## config.mk

```make
export PLATFORM = sky130hd
export DESIGN_NAME = analog_window_trigger
export DESIGN_NICKNAME = d
export VERILOG_FILES = /design/src/window_trigger_pkg.sv /design/src/analog_window_trigger.sv
export SDC_FILE = /design/constraint.sdc
export NUM_CORES = 1
export LEC_CHECK = 0
export BUFFER_PORTS_ARGS = -buffer_cell sky130_fd_sc_hd__buf_2
export CAP_MARGIN = 20
export CORE_ASPECT_RATIO = 0.9
export CORE_UTILIZATION = 55
export CTS_CLUSTER_DIAMETER = 120
export DETAILED_ROUTE_END_ITERATION = 12
export PLACE_DENSITY = 0.95
export SETUP_SLACK_MARGIN = 0.05
export SLEW_MARGIN = 20
export SYNTH_ARGS = -nofsm -noshare
export SYNTH_HDL_FRONTEND = slang
export SYNTH_SLANG_ARGS = --single-unit
export TNS_END_PERCENT = 5
```

## constraint.sdc

```tcl
create_clock -name pclk -period 7.8 [get_ports pclk]
set_clock_uncertainty 0.2 [all_clocks]
set_input_delay 1.56 -clock pclk [delete_from_list [all_inputs] [get_ports pclk]]
set_output_delay 1.56 -clock pclk [all_outputs]
set_load 0.03 [all_outputs]
```

## src/window_trigger_pkg.sv

```systemverilog
// Constants, register map and types for the threshold window trigger.
// Assumes a 32-bit APB slave port at 20 MHz and 12-bit offset-binary sample codes.
//
// Summary of operation
// - Comparator input is the direct trigger pin or one channel's amplifier output.
// - Direct pin levels span plus/minus ten volts in coarse or fine steps.
// - Channel source levels span its full scale in 256 or 4096 steps.
// - Lower and upper thresholds are held and written independently.
// - Below-low mode triggers while signal is under the lower threshold.
// - Above-high mode triggers while signal exceeds the upper threshold.
// - Inside-region mode triggers while signal lies between both thresholds.
// - High-hysteresis triggers rising above upper, lower sets the hysteresis level.
// - Low-hysteresis triggers falling below lower, upper sets the hysteresis level.
// - The result is an internal digital trigger for all timing sections.
// - Software trigger and external digital trigger can also start a sequence.
// - Each channel holds its own range, one of eight bipolar ranges.
// - Each channel holds its own AC or DC coupling selection.

package window_trigger_pkg;

  localparam int          NUM_CH      = 4;
  localparam int          CODE_W      = 12;
  localparam int          CHCFG_W     = 4;

  // Register byte offsets.
  localparam logic [11:0] OFS_CTRL    = 12'h000;
  localparam logic [11:0] OFS_LOWER   = 12'h004;
  localparam logic [11:0] OFS_UPPER   = 12'h008;
  localparam logic [11:0] OFS_CHCFG   = 12'h00c;
  localparam logic [11:0] OFS_SWTRIG  = 12'h010;
  localparam logic [11:0] OFS_STATUS  = 12'h014;
  localparam logic [11:0] OFS_MASK    = 12'h018;

  // Field positions.
  localparam int          CTRL_MODE_LSB = 0;
  localparam int          CTRL_SRC_PIN  = 3;
  localparam int          CTRL_CH_LSB   = 4;
  localparam int          CTRL_EN       = 6;
  localparam int          CTRL_EXT_EN   = 7;
  localparam int          ST_ANALOG     = 0;
  localparam int          ST_SOFT       = 1;
  localparam int          ST_EXT        = 2;
  localparam int          ST_LEVEL      = 8;

  // Reset values.
  localparam logic [7:0]  CTRL_RST    = 8'h00;
  localparam logic [11:0] LOWER_RST   = 12'h000;
  localparam logic [11:0] UPPER_RST   = 12'hfff;
  localparam logic [15:0] CHCFG_RST   = 16'h0000;
  localparam logic [2:0]  EVT_RST     = 3'h0;

  // Coarse variant keeps only the top eight bits of each threshold.
  localparam logic [11:0] COARSE_MASK = 12'hff0;
  localparam logic [11:0] FINE_MASK   = 12'hfff;

  typedef enum logic [2:0] {
    MODE_BELOW_LOW  = 3'h0,
    MODE_ABOVE_HIGH = 3'h1,
    MODE_INSIDE     = 3'h2,
    MODE_HIGH_HYST  = 3'h3,
    MODE_LOW_HYST   = 3'h4
  } trig_mode_e;

  typedef enum logic [0:0] {
    HY_ARMED = 1'b0,
    HY_FIRED = 1'b1
  } hyst_e;

  typedef struct packed {
    logic [7:0]                ctrl;
    logic [CODE_W-1:0]         lower;
    logic [CODE_W-1:0]         upper;
    logic [NUM_CH*CHCFG_W-1:0] chcfg;
    logic [2:0]                status;
    logic [2:0]                mask;
    hyst_e                     hyst;
    logic                      level;
    logic                      ext_d;
    logic                      start;
    logic                      irq;
    logic                      pready;
    logic                      pslverr;
    logic [31:0]               prdata;
  } trig_state_s;

endpackage : window_trigger_pkg
```

## src/analog_window_trigger.sv

```systemverilog
// Threshold window trigger with APB register access and per-channel front-end settings.
// Assumes sample codes arrive synchronous to pclk, offset binary, qualified by sample_valid.
`timescale 1ns/10ps
`default_nettype none

module analog_window_trigger (
  // Clock and reset
  input  wire logic                                          pclk,
  input  wire logic                                          presetn,
  // APB slave
  input  wire logic                                          psel,
  input  wire logic                                          penable,
  input  wire logic                                          pwrite,
  input  wire logic [11:0]                                   paddr,
  input  wire logic [31:0]                                   pwdata,
  output logic                                               pready,
  output logic                                               pslverr,
  output logic [31:0]                                        prdata,
  // Samples and external trigger
  input  wire logic                                          fine_variant,
  input  wire logic                                          sample_valid,
  input  wire logic [window_trigger_pkg::CODE_W-1:0]         direct_trigger_pin,
  input  wire logic [window_trigger_pkg::NUM_CH-1:0][window_trigger_pkg::CODE_W-1:0] gain_amplifier,
  input  wire logic                                          ext_trig,
  // Trigger outputs
  output logic                                               analog_trig,
  output logic                                               start_trig,
  output logic                                               irq,
  // Per-channel front-end settings
  output logic [window_trigger_pkg::NUM_CH-1:0][2:0]         ch_range,
  output logic [window_trigger_pkg::NUM_CH-1:0]              ch_ac_coupled
);

  window_trigger_pkg::trig_state_s st_r;
  window_trigger_pkg::trig_state_s st_nxt;

  logic [window_trigger_pkg::CODE_W-1:0] sig;
  logic [window_trigger_pkg::CODE_W-1:0] lo_lvl;
  logic [window_trigger_pkg::CODE_W-1:0] hi_lvl;
  logic [window_trigger_pkg::CODE_W-1:0] step_mask;
  logic [1:0]                            ch_sel;
  logic                                  setup;
  logic                                  access;
  logic                                  wr;
  logic                                  rd;
  logic                                  below;
  logic                                  above;
  logic                                  cmp;
  logic [2:0]                            evt;
  logic [2:0]                            clr;

  assign ch_sel    = st_r.ctrl[window_trigger_pkg::CTRL_CH_LSB +: 2];
  // Source selection feeds the single comparator.
  assign sig       = st_r.ctrl[window_trigger_pkg::CTRL_SRC_PIN] ?
                     direct_trigger_pin : gain_amplifier[ch_sel];
  // Coarse parts resolve 256 levels over the source's span.
  assign step_mask = fine_variant ? window_trigger_pkg::FINE_MASK
                                  : window_trigger_pkg::COARSE_MASK;
  assign lo_lvl    = st_r.lower & step_mask;
  assign hi_lvl    = st_r.upper & step_mask;
  assign below     = sig < lo_lvl;
  assign above     = sig > hi_lvl;
  assign setup     = psel && !penable;
  assign access    = psel && penable && st_r.pready;
  assign wr        = access && pwrite;
  assign rd        = access && !pwrite;

  always_comb begin
    st_nxt  = st_r;
    cmp     = st_r.level;
    evt     = window_trigger_pkg::EVT_RST;
    clr     = window_trigger_pkg::EVT_RST;

    // Bus write side; the answer comes one cycle after setup.
    st_nxt.pready  = setup;
    st_nxt.pslverr = 1'b0;
    if (wr) begin
      unique case (paddr)
        window_trigger_pkg::OFS_CTRL:   st_nxt.ctrl  = pwdata[7:0];
        window_trigger_pkg::OFS_LOWER:  st_nxt.lower = pwdata[11:0];
        window_trigger_pkg::OFS_UPPER:  st_nxt.upper = pwdata[11:0];
        window_trigger_pkg::OFS_CHCFG:  st_nxt.chcfg = pwdata[15:0];
        window_trigger_pkg::OFS_SWTRIG: evt[window_trigger_pkg::ST_SOFT] = pwdata[0];
        window_trigger_pkg::OFS_MASK:   st_nxt.mask  = pwdata[2:0];
        window_trigger_pkg::OFS_STATUS: ;
        default:                        ;
      endcase
    end
    // Only the bits handed out by this read are cleared, so an event that
    // lands between setup and access stays pending for the next read.
    if (rd && paddr == window_trigger_pkg::OFS_STATUS) begin
      clr = st_r.prdata[2:0];
    end

    // Read data and error are prepared during setup so they leave a flop.
    if (setup) begin
      st_nxt.prdata = 32'h0000_0000;
      unique case (paddr)
        window_trigger_pkg::OFS_CTRL:   st_nxt.prdata[7:0]   = st_r.ctrl;
        window_trigger_pkg::OFS_LOWER:  st_nxt.prdata[11:0]  = st_r.lower;
        window_trigger_pkg::OFS_UPPER:  st_nxt.prdata[11:0]  = st_r.upper;
        window_trigger_pkg::OFS_CHCFG:  st_nxt.prdata[15:0]  = st_r.chcfg;
        window_trigger_pkg::OFS_SWTRIG: ;
        window_trigger_pkg::OFS_STATUS: begin
          st_nxt.prdata[2:0] = st_r.status;
          st_nxt.prdata[window_trigger_pkg::ST_LEVEL] = st_r.level;
        end
        window_trigger_pkg::OFS_MASK:   st_nxt.prdata[2:0]   = st_r.mask;
        default:                        st_nxt.pslverr = 1'b1;
      endcase
    end

    // Comparator, evaluated once per new sample.
    if (sample_valid) begin
      unique case (window_trigger_pkg::trig_mode_e'(st_r.ctrl[2:0]))
        window_trigger_pkg::MODE_BELOW_LOW:  cmp = below;
        window_trigger_pkg::MODE_ABOVE_HIGH: cmp = above;
        window_trigger_pkg::MODE_INSIDE:     cmp = !below && !above;
        window_trigger_pkg::MODE_HIGH_HYST: begin
          // Held until the signal drops under the lower level, then rearmed.
          unique case (st_r.hyst)
            window_trigger_pkg::HY_ARMED: if (above) begin
              cmp         = 1'b1;
              st_nxt.hyst = window_trigger_pkg::HY_FIRED;
            end else begin
              cmp = 1'b0;
            end
            window_trigger_pkg::HY_FIRED: if (below) begin
              cmp         = 1'b0;
              st_nxt.hyst = window_trigger_pkg::HY_ARMED;
            end
          endcase
        end
        window_trigger_pkg::MODE_LOW_HYST: begin
          // Mirror image: fires under lower, rearms over upper.
          unique case (st_r.hyst)
            window_trigger_pkg::HY_ARMED: if (below) begin
              cmp         = 1'b1;
              st_nxt.hyst = window_trigger_pkg::HY_FIRED;
            end else begin
              cmp = 1'b0;
            end
            window_trigger_pkg::HY_FIRED: if (above) begin
              cmp         = 1'b0;
              st_nxt.hyst = window_trigger_pkg::HY_ARMED;
            end
          endcase
        end
        default: cmp = 1'b0;
      endcase
    end
    // A disabled trigger or any write to the control register rearms the hysteresis tracker.
    if (!st_r.ctrl[window_trigger_pkg::CTRL_EN] ||
        (wr && paddr == window_trigger_pkg::OFS_CTRL)) begin
      cmp         = 1'b0;
      st_nxt.hyst = window_trigger_pkg::HY_ARMED;
    end
    st_nxt.level = cmp;

    // Start sources: threshold rising edge, software write, external rising edge.
    evt[window_trigger_pkg::ST_ANALOG] = cmp && !st_r.level;
    st_nxt.ext_d = ext_trig;
    evt[window_trigger_pkg::ST_EXT] = st_r.ctrl[window_trigger_pkg::CTRL_EXT_EN] &&
                                      ext_trig && !st_r.ext_d;
    st_nxt.start = |evt;

    // Set wins over a clearing read in the same cycle.
    st_nxt.status = (st_r.status & ~clr) | evt;
    st_nxt.irq    = |(st_nxt.status & st_r.mask);
  end

  always_ff @(posedge pclk or negedge presetn) begin
    if (!presetn) begin
      st_r.ctrl    <= window_trigger_pkg::CTRL_RST;
      st_r.lower   <= window_trigger_pkg::LOWER_RST;
      st_r.upper   <= window_trigger_pkg::UPPER_RST;
      st_r.chcfg   <= window_trigger_pkg::CHCFG_RST;
      st_r.status  <= window_trigger_pkg::EVT_RST;
      st_r.mask    <= window_trigger_pkg::EVT_RST;
      st_r.hyst    <= window_trigger_pkg::HY_ARMED;
      st_r.level   <= 1'b0;
      st_r.ext_d   <= 1'b0;
      st_r.start   <= 1'b0;
      st_r.irq     <= 1'b0;
      st_r.pready  <= 1'b0;
      st_r.pslverr <= 1'b0;
      st_r.prdata  <= 32'h0000_0000;
    end else begin
      st_r <= st_nxt;
    end
  end

  assign pready      = st_r.pready;
  assign pslverr     = st_r.pslverr;
  assign prdata      = st_r.prdata;
  assign analog_trig = st_r.level;
  assign start_trig  = st_r.start;
  assign irq         = st_r.irq;

  // Each channel's nibble: range code in bits 2:0, AC coupling in bit 3.
  for (genvar i = 0; i < window_trigger_pkg::NUM_CH; i++) begin : g_ch
    assign ch_range[i]      = st_r.chcfg[i*window_trigger_pkg::CHCFG_W +: 3];
    assign ch_ac_coupled[i] = st_r.chcfg[i*window_trigger_pkg::CHCFG_W + 3];
  end

endmodule : analog_window_trigger

`default_nettype wire

```

; Word-level counts from Yosys, hierarchy flattened
; Cells that the tools add are included.
[classes]
eq_ne = 10
n_bitwise = 7
muxes = 30
magnitude_cmp = 3
reduce_logical = 32
[ops]
columns = cell, count
row1 = $eq A12 B5 Y1 const B, 3
row2 = $mux W33, 1
row3 = $and A12 B12 Y12, 2
row4 = $bmux W12 S2, 1
row5 = $eq A12 B4 Y1 const B, 2
row6 = $mux W12, 2
row7 = $pmux W5 S4, 1
row8 = $pmux W3 S6, 1
row9 = $mux W1, 13
row10 = $eq A12 B3 Y1 const B, 1
row11 = $gt A12 B12 Y1, 1
row12 = $logic_not A12 Y1, 1
row13 = $lt A12 B12 Y1, 1
row14 = $reduce_and A2 Y1, 6
row15 = $logic_and A1 B1 Y1, 11
row16 = $pmux W1 S2, 5
row17 = $pmux W3 S3, 1
row18 = $mux W4, 2
row19 = $logic_not A1 Y1, 7
row20 = $reduce_or A7 Y1, 1
row21 = $and A3 B3 Y3, 2
row22 = $eq A3 B2 Y1 const B, 2
row23 = $reduce_or A3 Y1, 2
row24 = $pmux W1 S5, 1
row25 = 12 further kinds, 12
[word_totals]
register_bits = 77
wordCells = 96
out_inout_bits = 53

; Longest topological paths before layout
[depth]
ltp_word = 13
mapped_depth = 12

; Worst setup path before layout
; Ideal clock, no wire load.
[synth_path]
path_kind = in2reg
from = input port gain_amplifier[45] (netlist bit)
to = register st_r (netlist bit analog_trig)
arrival_ps = 3858
path_slack_ps = 3638
path_buffers = 0
setup_ps = 104
t_required_ps = 7496
cell_stages = 10
path_cell_list = mux4_2 -> mux2_2 -> ha_1 -> a211oi_1 -> o211ai_1 -> a221oi_1 -> a32o_1 -> nand3_1 -> a2111o_1 -> o311ai_1
[synth_via]
elab_chain_cells = 9
word_cells_on_any_way = 17
classes_between = order compare: 2 / mux: 12 / reduce/logical: 3
[synth_lines]
columns = element, line
row1 = "start, declared", analog_window_trigger.sv:23  ; input wire logic [window_trigger_pkg::NUM_CH-1:0][window_trigger_pkg::CODE_W-1:0] gain_amplifier,
row2 = $bmux W12 S2 *, analog_window_trigger.sv:55  ; direct_trigger_pin : gain_amplifier[ch_sel];
row3 = $mux W12 (implied by the code) *, analog_window_trigger.sv:55
row4 = $mux W12 *, analog_window_trigger.sv:54  ; assign sig = st_r.ctrl[window_trigger_pkg::CTRL_SRC_PIN] ?
row5 = $gt A12 B12 Y1 or $lt A12 B12 Y1 (tied branches), "analog_window_trigger.sv:62, analog_window_trigger.sv:61"
row6 = $mux W1 (tied with other cells), analog_window_trigger.sv:143  ; window_trigger_pkg::HY_FIRED: if (above) begin
row7 = $pmux W1 S2 (tied with other cells), analog_window_trigger.sv:136  ; unique case (st_r.hyst)
row8 = $pmux W1 S5 *, analog_window_trigger.sv:115  ; unique case (window_trigger_pkg::trig_mode_e'(st_r.ctrl[2:0]))
row9 = $mux W1 *, analog_window_trigger.sv:114  ; if (sample_valid) begin
row10 = $mux W1 *, analog_window_trigger.sv:153  ; if (!st_r.ctrl[window_trigger_pkg::CTRL_EN] ||
row11 = via cmp, analog_window_trigger.sv:48  ; logic cmp;
row12 = "end signal, assigned", analog_window_trigger.sv:189  ; st_r <= st_nxt;
row13 = "end, declared", analog_window_trigger.sv:34  ; window_trigger_pkg::trig_state_s st_r;
; The timed path passes the listed nets; every way through them passes the cells marked *. The select of a mux whose other input is x is not followed.
; A chain may end at the register's enable or synchronous reset.

==> flow_summary.ini <==
[status]
status = finished, final reports clean

[power_and_ir_drop]
ir_drop_mv = 0.0750
clkPwrFrac_pct = 43.2
seqPwrFrac_pct = 46.7
p_comb_share_pct = 10.0
p_sw_share_pct = 24.2
power_mw = 0.857
power.internal_mw = 0.649
leakage_nw = 2.74
powerDensity_nw_per_um2 = 154
p_switching_mw = 0.208

[timing]
worst_pin_slew_ps = 1040
setup-tns-final_ps = 0
setup_viol = 0
fmax_mhz = 229
rsz0062_at_grt = false
slew_violations = 0
fin_crit_sh_pct = 56.1
final_hold_viol_count = 0
finalCriticalPeriod_ps = 4380
slew-limit-headroom_pct = 30.5

[placement]
place_congestion = 0.837
dp_hpwl_um = 8970
port_buffers = 132

[yosys]
synth.cell_area_um2 = 4910
ys_seq_area_share_pct = 39.6
yosys_warnings = 0
synth_cell_types = 54
synth_top_area_cell = dfrtp_1
synth_edf_count = 0
yosys-top-cells-area = dfrtp_1 33%, mux2_2 10%, mux4_2 7.8%
syn_avg_cell_area_um2 = 10.9
synth_cells = 451
synth-seq-cells = 77
synthFlopType = dfrtp_1
async_flop_share_pct = 100
synth.top_cell.area_share_pct = 33.1

[layout]
utilization_pct = 64.9
final_common_cell = buf_2
seq_area_um2 = 1940
drive_gt1_share_pct = 44.9
fillCellCount = 707
multi_input_area_um2 = 2480
nets = 678
layout_common_cells = 132 x buf_2, 65 x dfrtp_1, 50 x nand2_1, 45 x mux2_2, 33 x o21ai_0
num_antenna_cells = 0
area_delta_synth_final_pct = 13.8

[clock_tree]
clk_path_buf_depth = 2
cts_tree = yes
post_cts_buffers = 0
hold_buffers = 0
cts_inserted_buffers = 9
post_cts_resized = 0
clockRootBuffer = clkbuf_8
cts.clk_slew.worst_paths_ps = 90
insertion_delay_ps = 370
cts_sinks = 77
htree_levels = 3

[detailed_routing]
drt_iter0_markers = 254
vias_per_cell = 5.77
route.vias.total = 3847
firstDrtPassIters = 5
drcViolationCount = 0
wl_per_cell_um = 17.4
drtAntennaViolNets = 0
wl_um = 11600

[critical_path]
reg2reg_from = ch_sel[0]$_DFFE_PN0P_
crit_path_start = gain_amplifier[45]
r2r_end = start_trig$_DFF_PN0_
required_ps = 7840
startpoint_type = primary input
path_max_fanout = 4
arrival_ps = 4410
crit_end = start_trig$_DFF_PN0_
end_kind = flop
rrSetupSlack_ps = 3730
rr_worst_depth = 10
critPathKind = primary input to flop

[grt]
grt_max_degree = 78
grt_overflow = 0
antenna_found_initial = 0
grt_pass1_wl_um = 18900
grtUsageTotal_pct = 26.9
grt_pass1_vias = 3873

[flow_run]
maxCapViolCount = 0

[die]
core-area_um2 = 8610
die_h_um = 91.6
io_pins = 165
dieArea_um2 = 9300
row_count = 32
initial_core_util_pct = 57.0
die_x_um = 102

[hold_path]
hold_class = flop to flop
## metrics by stage
stage          hold WS [ps]  instance area, µm²  worst slack, ps  std cells
3_3_place_gp            256                5340             3150        651
4_1_cts                 285                5580             3470        667
6_report                276                5580             3420        667
3_5_place_dp            265                5340             3100        651
5_1_grt                 312                5580             3320        667
2_1_floorplan           251                4960             3640        466
## state kept, by name, indices dropped and copies added (netlist names)
| name | count |
|---|---|
| prdata | 16 |
| ch_ac_coupled | 4 |
| ch_range | 12 |
| pready | 1 |
| ch_sel | 2 |
| irq | 1 |
| st_r | 38 |
| analog_trig | 1 |
| pslverr | 1 |
| start_trig | 1 |
## power groups by stage
stage | clock network [mW] | registers (mW) | logic [mW]
floorplan | 0 | 0.409 | 0.0484
global placement | 0 | 0.408 | 0.0827
detailed placement | 0 | 0.408 | 0.0861
CTS | 0.374 | 0.401 | 0.0866
global route | 0.390 | 0.401 | 0.0953
finish | 0.371 | 0.401 | 0.0861
## worst min-delay path by stage
stage,startpoint,slack [ps],cells after the start,end
2_1_floorplan,prdata[10]$_DFFE_PN0P_,250,2,prdata[10]$_DFFE_PN0P_
3_3_place_gp,prdata[14]$_DFFE_PN0P_,260,2,prdata[14]$_DFFE_PN0P_
3_5_place_dp,prdata[14]$_DFFE_PN0P_,260,2,prdata[14]$_DFFE_PN0P_
4_1_cts,prdata[14]$_DFFE_PN0P_,280,2,prdata[14]$_DFFE_PN0P_
5_1_grt,prdata[14]$_DFFE_PN0P_,310,2,prdata[14]$_DFFE_PN0P_
6_report,prdata[14]$_DFFE_PN0P_,280,2,prdata[14]$_DFFE_PN0P_
## routing by layer
metal	share of wire [%]	vias up	GRT usage (%)	wire (µm)
met5	0	-	0	0
met4	2.2	0	10.6	253
met3	6.9	23	3.89	803
met2	49	188	46.6	5700
met1	42	1878	33.6	4860
li1	-	1758	-	-
## layout make-up
type                    count  area share, %
well taps                 119           2.67
inverters                  23           1.55
multi-input cells         298           44.5
repair buffers            134           12.1
clock buffers               9           2.22
clock inverters             7           2.17
flip-flops and latches     77           34.8
## logic make-up after synthesis
logic type               Yosys count  synth area share (%)
AND/OR/NAND/NOR                  108                  11.6
buffers and inverters             91                  11.0
AO/OA/AOI/OAI                     78                  10.5
flip-flops                        77                  39.6
multiplexers                      73                  21.4
adder cells (fa/ha/maj)           23                  5.86
other                              1                0.0764
## cells in the mapped netlist (all sizes together) (4+ instances only)
cell type	n
nand3	10
inv	23
buf	58
a22o	6
nor2b	5
nor3	4
a22oi	7
mux2	55
nor2	10
a21oi	12
clkbuf	10
nand2	51
dfrtp	65
dfstp	12
nand4	9
mux4	17
o21ai	33
ha	23
nand2b	5
## worst max-delay path, cell delays in order
cell	delay (ps)
buf_2	100
mux4_2	450
mux2_2	310
ha_1	320
a211oi_1	230
o211ai_1	130
a221oi_1	390
a32o_1	290
o21ai_0	210
o2111ai_2	310
nand3_1	120
(Power assumes the default switching activity.)
